<file path="src/bmfr_pkg.sv">
// Package for the bus-management initial-value and fairness register group.
// Assumes a 32-bit register port and a single 250 MHz controller clock.
// Overview of operation
// - Bandwidth field, 13 bits, resets to 1333h; bus reset leaves it alone.
// - Bandwidth field copied into bandwidth CSR on global, fundamental, power, bus reset.
// - Bandwidth register bits 31-13 read as zero.
// - Channels-high field resets to all ones; bus reset keeps it; software read/write.
// - Channels-high field copied into its CSR on any load event.
// - Channels-low field resets to all ones; bus reset keeps it; software read/write.
// - Channels-low field copied into its CSR on any load event.
// - Priority arbitration requests per fairness interval limited to programmed field.
// - Priority request limit resets to zero, so no priority requests allowed.
// - Fairness register bits 31-8 read as zero.
package bmfr_pkg;
  localparam int          ADDR_W         = 8;
  localparam int          DATA_W         = 32;
  localparam int          BW_W           = 13;
  localparam int          PRI_W          = 8;
  localparam int          NUM_CSR        = 3;
  localparam logic [7:0]  OFF_INIT_BW    = 8'hb0;
  localparam logic [7:0]  OFF_INIT_CH_HI = 8'hb4;
  localparam logic [7:0]  OFF_INIT_CH_LO = 8'hb8;
  localparam logic [7:0]  OFF_FAIRNESS   = 8'hdc;
  localparam logic [12:0] RST_INIT_BW    = 13'h1333;
  localparam logic [31:0] RST_INIT_CH    = 32'hffffffff;
  localparam logic [7:0]  RST_PRI_REQ    = 8'h00;
  localparam logic [31:0] RST_ZERO       = 32'h00000000;
  localparam int          CSR_BW         = 0;
  localparam int          CSR_CH_HI      = 1;
  localparam int          CSR_CH_LO      = 2;

  // Register bus request
  typedef struct packed {
    logic [7:0]  addr;
    logic [31:0] wdata;
    logic        wr;
    logic        rd;
  } bmfr_req_t;

  // Sources that reload the bus-management CSRs
  typedef struct packed {
    logic global_rst;
    logic fund_rst;
    logic power_rst;
    logic bus_rst;
  } bmfr_load_t;

  typedef enum logic [1:0] {ST_IDLE, ST_GRANT, ST_WAIT} bmfr_arb_st_t;
endpackage

</file>
<file path="src/bmfr_csr_load.sv">
// Bus-management CSR images reloaded from the initial values.
// Assumes load events are one cycle or longer, synchronous to sys_clk_in.
`timescale 1ns/1ps
module bmfr_csr_load
  import bmfr_pkg::*;
(
  // Clock and reset
  input  wire logic              sys_clk_in,
  input  wire logic              resetn_in,
  // Load and sources
  input  wire logic              load_in,
  input  wire logic [31:0]       init_in [NUM_CSR],
  // CSR images
  output logic      [31:0]       csr_out [NUM_CSR]
);
  // One reload flop per CSR
  genvar g;
  generate
    for (g = 0; g < NUM_CSR; g++) begin : g_csr
      logic [31:0] csr_q;
      always_ff @(posedge sys_clk_in or negedge resetn_in) begin
        if (!resetn_in) begin
          csr_q <= (g == CSR_BW) ? {{(DATA_W-BW_W){1'b0}}, RST_INIT_BW} : RST_INIT_CH;
        end else if (load_in) begin
          csr_q <= init_in[g]; // Whole word replaced
        end
      end
      assign csr_out[g] = csr_q;
      p_reload: assert property (@(posedge sys_clk_in) disable iff (!resetn_in)
        load_in |=> csr_q == $past(init_in[g]))
        else $error("CSR not reloaded");
    end
  endgenerate
endmodule

</file>
<file path="src/bmfr_fair.sv">
// Priority request limiter for one fairness interval.
// Assumes arbitration logic pulses req and interval start for one cycle.
`timescale 1ns/1ps
module bmfr_fair
  import bmfr_pkg::*;
(
  // Clock and reset
  input  wire logic              sys_clk_in,
  input  wire logic              resetn_in,
  // Arbitration side
  input  wire logic [PRI_W-1:0]  limit_in,
  input  wire logic              interval_start_in,
  input  wire logic              pri_req_in,
  output logic                   pri_grant_out,
  output logic [PRI_W-1:0]       used_out
);
  logic [PRI_W-1:0] used_q;
  logic [PRI_W-1:0] used_d;
  logic             grant_q;
  wire              allow = (used_q < limit_in); // Zero limit allows none
  wire              take  = pri_req_in && allow;

  // Count grants; a new interval restarts the budget
  assign used_d = interval_start_in ? '0 : (take ? used_q + PRI_W'(1) : used_q);
  always_ff @(posedge sys_clk_in or negedge resetn_in) begin
    if (!resetn_in) begin
      used_q  <= '0;
      grant_q <= 1'b0;
    end else begin
      used_q  <= used_d;
      grant_q <= take && !interval_start_in;
    end
  end
  assign pri_grant_out = grant_q;
  assign used_out      = used_q;

  p_limit: assert property (@(posedge sys_clk_in) disable iff (!resetn_in)
    used_q <= limit_in || $changed(limit_in) || $past(interval_start_in))
    else $error("Priority grants exceed limit");
  p_zero: assert property (@(posedge sys_clk_in) disable iff (!resetn_in)
    ($past(limit_in) == '0 && $stable(limit_in)) |-> !pri_grant_out)
    else $error("Grant given with zero limit");
endmodule

</file>
<file path="src/bmfr_regs.sv">
// Initial bandwidth/channel registers, fairness control and CSR reload.
// Assumes a one-cycle strobe register port; read data appear next cycle.
//
// Implementation choice: strobed register access.
`timescale 1ns/1ps
module bmfr_regs
  import bmfr_pkg::*;
(
  // Clock and reset
  input  wire logic                  sys_clk_in,
  input  wire logic                  resetn_in,
  input  wire logic                  soft_reset_in,
  // Register port
  input  wire bmfr_pkg::bmfr_req_t   req_in,
  output logic [31:0]                rdata_out,
  // Load sources
  input  wire bmfr_pkg::bmfr_load_t  load_src_in,
  // Bus-management CSR images
  output logic [31:0]                bw_avail_csr_out,
  output logic [31:0]                ch_avail_hi_csr_out,
  output logic [31:0]                ch_avail_lo_csr_out,
  // Arbitration
  input  wire logic                  interval_start_in,
  input  wire logic                  pri_req_in,
  output logic                       pri_grant_out
);
  // Software-held initial values
  logic [BW_W-1:0]   initial_bandwidth_value_q;
  logic [31:0]       initial_channels_high_value_q;
  logic [31:0]       initial_channels_low_value_q;
  logic [PRI_W-1:0]  pri_req_limit_q;
  logic [31:0]       rdata_q;
  logic [31:0]       rdata_d;
  logic [31:0]       init_vec [NUM_CSR];
  logic [31:0]       csr_vec  [NUM_CSR];
  logic [PRI_W-1:0]  used;
  logic              grant;

  // Address decode
  wire hit_bw   = req_in.addr == OFF_INIT_BW;
  wire hit_hi   = req_in.addr == OFF_INIT_CH_HI;
  wire hit_lo   = req_in.addr == OFF_INIT_CH_LO;
  wire hit_fair = req_in.addr == OFF_FAIRNESS;
  wire wr_bw    = req_in.wr && hit_bw;
  wire wr_hi    = req_in.wr && hit_hi;
  wire wr_lo    = req_in.wr && hit_lo;
  wire wr_fair  = req_in.wr && hit_fair;

  // Any of the four reset kinds reloads the CSRs
  wire load_evt = load_src_in.global_rst || load_src_in.fund_rst ||
                  load_src_in.power_rst  || load_src_in.bus_rst;

  // Initial values; soft reset restores defaults, bus reset does not touch them
  always_ff @(posedge sys_clk_in or negedge resetn_in) begin
    if (!resetn_in) begin
      initial_bandwidth_value_q     <= RST_INIT_BW;
      initial_channels_high_value_q <= RST_INIT_CH;
      initial_channels_low_value_q  <= RST_INIT_CH;
      pri_req_limit_q               <= RST_PRI_REQ;
    end else if (soft_reset_in) begin
      initial_bandwidth_value_q     <= RST_INIT_BW;
      initial_channels_high_value_q <= RST_INIT_CH;
      initial_channels_low_value_q  <= RST_INIT_CH;
      pri_req_limit_q               <= RST_PRI_REQ;
    end else begin
      if (wr_bw)   initial_bandwidth_value_q     <= req_in.wdata[BW_W-1:0];
      if (wr_hi)   initial_channels_high_value_q <= req_in.wdata;
      if (wr_lo)   initial_channels_low_value_q  <= req_in.wdata;
      if (wr_fair) pri_req_limit_q               <= req_in.wdata[PRI_W-1:0];
    end
  end

  // Read mux; reserved upper bits are zero, unmapped reads zero
  always_comb begin
    rdata_d = RST_ZERO;
    if (req_in.rd) begin
      if (hit_bw)   rdata_d = {{(DATA_W-BW_W){1'b0}}, initial_bandwidth_value_q};
      if (hit_hi)   rdata_d = initial_channels_high_value_q;
      if (hit_lo)   rdata_d = initial_channels_low_value_q;
      if (hit_fair) rdata_d = {{(DATA_W-PRI_W){1'b0}}, pri_req_limit_q};
    end
  end
  always_ff @(posedge sys_clk_in or negedge resetn_in) begin
    if (!resetn_in) rdata_q <= RST_ZERO;
    else            rdata_q <= rdata_d;
  end
  assign rdata_out = rdata_q;

  // Reload path uses the value held now, including earlier writes
  assign init_vec[CSR_BW]    = {{(DATA_W-BW_W){1'b0}}, initial_bandwidth_value_q};
  assign init_vec[CSR_CH_HI] = initial_channels_high_value_q;
  assign init_vec[CSR_CH_LO] = initial_channels_low_value_q;

  bmfr_csr_load u_load (
    .sys_clk_in (sys_clk_in),
    .resetn_in  (resetn_in),
    .load_in    (load_evt),
    .init_in    (init_vec),
    .csr_out    (csr_vec)
  );
  assign bw_avail_csr_out    = csr_vec[CSR_BW];
  assign ch_avail_hi_csr_out = csr_vec[CSR_CH_HI];
  assign ch_avail_lo_csr_out = csr_vec[CSR_CH_LO];

  bmfr_fair u_fair (
    .sys_clk_in        (sys_clk_in),
    .resetn_in         (resetn_in),
    .limit_in          (pri_req_limit_q),
    .interval_start_in (interval_start_in),
    .pri_req_in        (pri_req_in),
    .pri_grant_out     (grant),
    .used_out          (used)
  );
  assign pri_grant_out = grant;

  p_bw_keep: assert property (@(posedge sys_clk_in) disable iff (!resetn_in)
    (load_src_in.bus_rst && !soft_reset_in && !wr_bw) |=> $stable(initial_bandwidth_value_q))
    else $error("Bus reset changed bandwidth value");
  p_bw_soft: assert property (@(posedge sys_clk_in) disable iff (!resetn_in)
    soft_reset_in |=> initial_bandwidth_value_q == RST_INIT_BW)
    else $error("Soft reset missed bandwidth default");
  p_bw_load: assert property (@(posedge sys_clk_in) disable iff (!resetn_in)
    load_evt |=> bw_avail_csr_out == {19'h0, $past(initial_bandwidth_value_q)})
    else $error("Bandwidth CSR not loaded");
  p_bw_rsvd: assert property (@(posedge sys_clk_in) disable iff (!resetn_in)
    (req_in.rd && hit_bw) |=> rdata_out[31:BW_W] == '0)
    else $error("Bandwidth reserved bits nonzero");
  p_hi_rw: assert property (@(posedge sys_clk_in) disable iff (!resetn_in)
    (wr_hi && !soft_reset_in) ##1 (req_in.rd && hit_hi && !wr_hi) |=>
      rdata_out == $past(req_in.wdata, 2))
    else $error("Channels high readback wrong");
  p_hi_load: assert property (@(posedge sys_clk_in) disable iff (!resetn_in)
    load_evt |=> ch_avail_hi_csr_out == $past(initial_channels_high_value_q))
    else $error("Channels high CSR not loaded");
  p_lo_soft: assert property (@(posedge sys_clk_in) disable iff (!resetn_in)
    soft_reset_in |=> initial_channels_low_value_q == RST_INIT_CH)
    else $error("Soft reset missed channels low default");
  p_lo_load: assert property (@(posedge sys_clk_in) disable iff (!resetn_in)
    load_evt |=> ch_avail_lo_csr_out == $past(initial_channels_low_value_q))
    else $error("Channels low CSR not loaded");
  p_fair_rsvd: assert property (@(posedge sys_clk_in) disable iff (!resetn_in)
    (req_in.rd && hit_fair) |=> rdata_out[31:PRI_W] == '0)
    else $error("Fairness reserved bits nonzero");
  p_fair_soft: assert property (@(posedge sys_clk_in) disable iff (!resetn_in)
    soft_reset_in |=> pri_req_limit_q == RST_PRI_REQ)
    else $error("Priority limit not cleared");
endmodule

</file>
<file path="config.mk">
export PLATFORM = sky130hd
export DESIGN_NAME = bmfr_regs
export DESIGN_NICKNAME = d
export VERILOG_FILES = /design/src/bmfr_pkg.sv /design/src/bmfr_csr_load.sv /design/src/bmfr_fair.sv /design/src/bmfr_regs.sv
export SDC_FILE = /design/constraint.sdc
export NUM_CORES = 1
export LEC_CHECK = 0
export ABC_AREA = 1
export BUFFER_PORTS_ARGS = -buffer_cell sky130_fd_sc_hd__buf_2
export CAP_MARGIN = 10
export CORE_MARGIN = 8
export CORE_UTILIZATION = 51
export DETAILED_ROUTE_END_ITERATION = 6
export PLACE_DENSITY = 0.75
export SLEW_MARGIN = 20
export SYNTH_ARGS = -nofsm -noshare
export SYNTH_HDL_FRONTEND = slang
export SYNTH_SLANG_ARGS = --single-unit
</file>
<file path="constraint.sdc">
create_clock -name sys_clk_in -period 2.1 [get_ports sys_clk_in]
set_input_delay 0.315 -clock sys_clk_in [delete_from_list [all_inputs] [get_ports sys_clk_in]]
set_output_delay 0.315 -clock sys_clk_in [all_outputs]
set_load 0.02 [all_outputs]
</file>
==> qor.yml <==
run_status:
  outcome: "finished, final reports clean"
routing:
  vias: 6971
  wl_per_cell_um: 17.6
  ant_nets: 0
  drc_errors: 0
  wirelength_um: 23400
  drtIter0Drc: 495
  dr.pass1.iters: 5
  via_per_inst: 5.24
timing:
  slew_headroom_pct: 63.5
  period_needed_ps: 1560
  hold_violations: 0
  worstMarginPinSlew_ps: 548
  max_freq_mhz: 640
  worst_clock_skew_ps: 16.2
  setup_tns_ps: 0
  finalCritPeriodShare_pct: 74.4
  rsz0062_at_grt: "no"
  timing.final.ws_setup_ps: 537
  slew_violations: 0
  setup_violations: 0
synth:
  ys_warn_count: 0
  synth_common_cells: "nand2_1, nor2_1, dfstp_2, nand3_1, dfrtp_1"
  syn_area_per_cell_um2: 9.70
  yosysTopAreaCellShare_pct: 41.7
  synth_async_sr_flop_share_pct: 100
  ys_seq_area_share_pct: 58.7
  ys_types: 29
  postSynthCellCount: 923
  netlist_area_um2: 8960
  synth_most_common_cell: "nand2_1"
  synth_edf_count: 0
  synth_seq_cells: 203
  synth_top_area_cell: "dfstp_2"
  netlist_top_cells_area: "dfstp_2, dfrtp_1, mux2_2, nand2_1, nor2_1"
  synth_ff_type: "dfstp_2"
die:
  core_um2: 17200
  num_io_pins: 180
  start_util_pct: 52.0
  std_cell_rows: 48
  die_x_um: 149
  chipHeight_um: 149
  dieArea_um2: 22100
pwr:
  p_clk_share_pct: 43.4
  vdd_drop_max_uv: 648
  comb_power_share_pct: 8.8
  p_per_area_nw_per_um2: 842
  p_sw_share_pct: 23.9
  switchingPower_mw: 2.16
  internal_power_mw: 6.88
  seqPwrFrac_pct: 47.8
  p_leak_nw: 5.09
clock_network:
  cts_buffers: 22
  cts_tree: "yes"
  clk_latency_ps: 500
  clockBufferDepth: 3
  htreeDepth: 1
  clock-sinks: 203
  clk_pin_slew_worst_paths_ps: 60
  root_buffer: "clkbuf_16"
  cts_setup_buffers: 0
  cts_resized: 0
setup_path:
  startpoint_type: "flip-flop"
  crit_required_ps: 2470
  path_class: "reg2reg"
  cp_max_fo: 9
  end_kind: "flip-flop"
  cp.arrival_ps: 1940
placement:
  io_buffer_count: 160
  place_ws_ps: 329
  routabilityCongestion: 0.843
  dp_hpwl_um: 16200
grt:
  grt_util_all_layers_pct: 21.0
  grt_max_degree: 70
  grt_pass1_vias: 7237
  gr-total-overflow: 0
  grt_first_pass_wirelength_um: 37400
  antenna_found_initial: 0
flow_run:
  max_cap_violations: 0
cells_and_area:
  area_delta_synth_final_pct: 19.8
  diodes: 0
  drive_above_1_share_pct: 41.2
  nets: 1148
worst_hold_path:
  hold_class: "in2reg"
## state kept, by name, summed over array words and instances (netlist names)
register	count
u_load.g_csr.csr_q	77
initial_channels_high_value_q	32
initial_channels_low_value_q	32
rdata_out	32
initial_bandwidth_value_q	13
pri_req_limit_q	8
u_fair.used_out	8
u_fair.pri_grant_out	1
## cell usage in the layout, fill, tap and decap left out, types with 3 or more instances in the layout
cell,count
nand4_1,10
o21ai_0,42
xor2_1,3
dfstp_2,142
inv_2,4
mux2_2,56
buf_2,159
inv_1,55
nand2_2,4
dfrtp_1,61
nand3_1,65
ha_1,8
nand2_1,166
conb_1,19
or2_2,22
buf_4,21
buf_12,3
clkbuf_8,9
nand3b_1,3
nor2_1,158
clkinv_2,4
clkbuf_16,23
a21oi_1,48
clkbuf_1,4
## cell type report
| cell class | count | area (um^2) |
|---|---|---|
| fill | 1439 | 6510 |
| sequential | 203 | 5260 |
| multi-input combinational | 617 | 3170 |
| timing repair buffer | 186 | 1050 |
| clock buffer | 35 | 701 |
| tap | 225 | 282 |
| inverter | 59 | 221 |
| clock inverter | 5 | 50.0 |
## through the flow
step	instance area, um^2	utilization (%)	hold slack (ps)	std cells	power [mW]
final	10700	62.2	85.7	1330	9.03
after global placement	9960	57.8	347	1288	5.15
after detailed placement	9960	57.8	346	1288	5.17
after global routing	10700	62.2	88.7	1330	9.35
after floorplan	9020	-	19.4	941	4.84
after CTS	10700	62.2	73.6	1330	9.11
## layer usage
layer  GRT usage [%]  vias to the layer above  part of all wire [%]
met5               0                        -                     0
met4            6.27                        0                   2.4
met3            4.68                       42                   7.6
met2            35.6                      251                    49
met1            26.4                     3414                    41
li1                -                     3264                     -
## cell families (layout without fill, tap and decap cells)
logic type,after synthesis,in the layout,synth area share (%)
simple gates,437,437,20.8
flops,203,203,58.7
buf+inv,121,285,6.76
compound gates,94,94,5.28
mux,56,56,7.04
fa+ha+maj,8,8,1.12
xor+xnor,3,3,0.293
other cells,1,19,0.0419
## critical path: stages, from the launching register on
cell	delay, ps
dfrtp_1	460
ha_1	330
a21oi_1	140
nor2_1	50
nor2_1	140
nand2_2	170
nand3_1	100
nand2_1	60
## power by group through the flow
stage | Combinational (mW) | Sequential, mW | Clock, mW
after global placement | 0.778 | 4.37 | 0
after floorplan | 0.361 | 4.48 | 0
after CTS | 0.804 | 4.32 | 3.99
after detailed placement | 0.798 | 4.38 | 0
after global routing | 0.875 | 4.34 | 4.13
final | 0.795 | 4.32 | 3.92
## final timing paths
check                                                             startpoint                                      endpoint  slack, ps  depth (start not counted)
worst max-delay path                          u_fair.used_out[5]$_DFFE_PN0P_                u_fair.used_out[5]$_DFFE_PN0P_        540                          7
worst min-delay path                                               req_in[2]      initial_bandwidth_value_q[0]$_DFFE_PN1P_         90                          3
worst max register to register                u_fair.used_out[5]$_DFFE_PN0P_                u_fair.used_out[5]$_DFFE_PN0P_        540                          7
worst min register to register  initial_channels_high_value_q[8]$_DFFE_PN1P_  initial_channels_high_value_q[8]$_DFFE_PN1P_        480                          2
max in group asynchronous                                          resetn_in         u_load.g_csr[1].csr_q[14]$_DFFE_PN1P_       1000                          3
min in group asynchronous                                          resetn_in                       rdata_out[26]$_DFF_PN0_        370                          2
## what timing repair did
item,CTS,global route
hold buffers,2,0
endpoints found under the hold margin,16,0
setup endpoints to repair,0,0
Power figures use the tool's default switching activity.
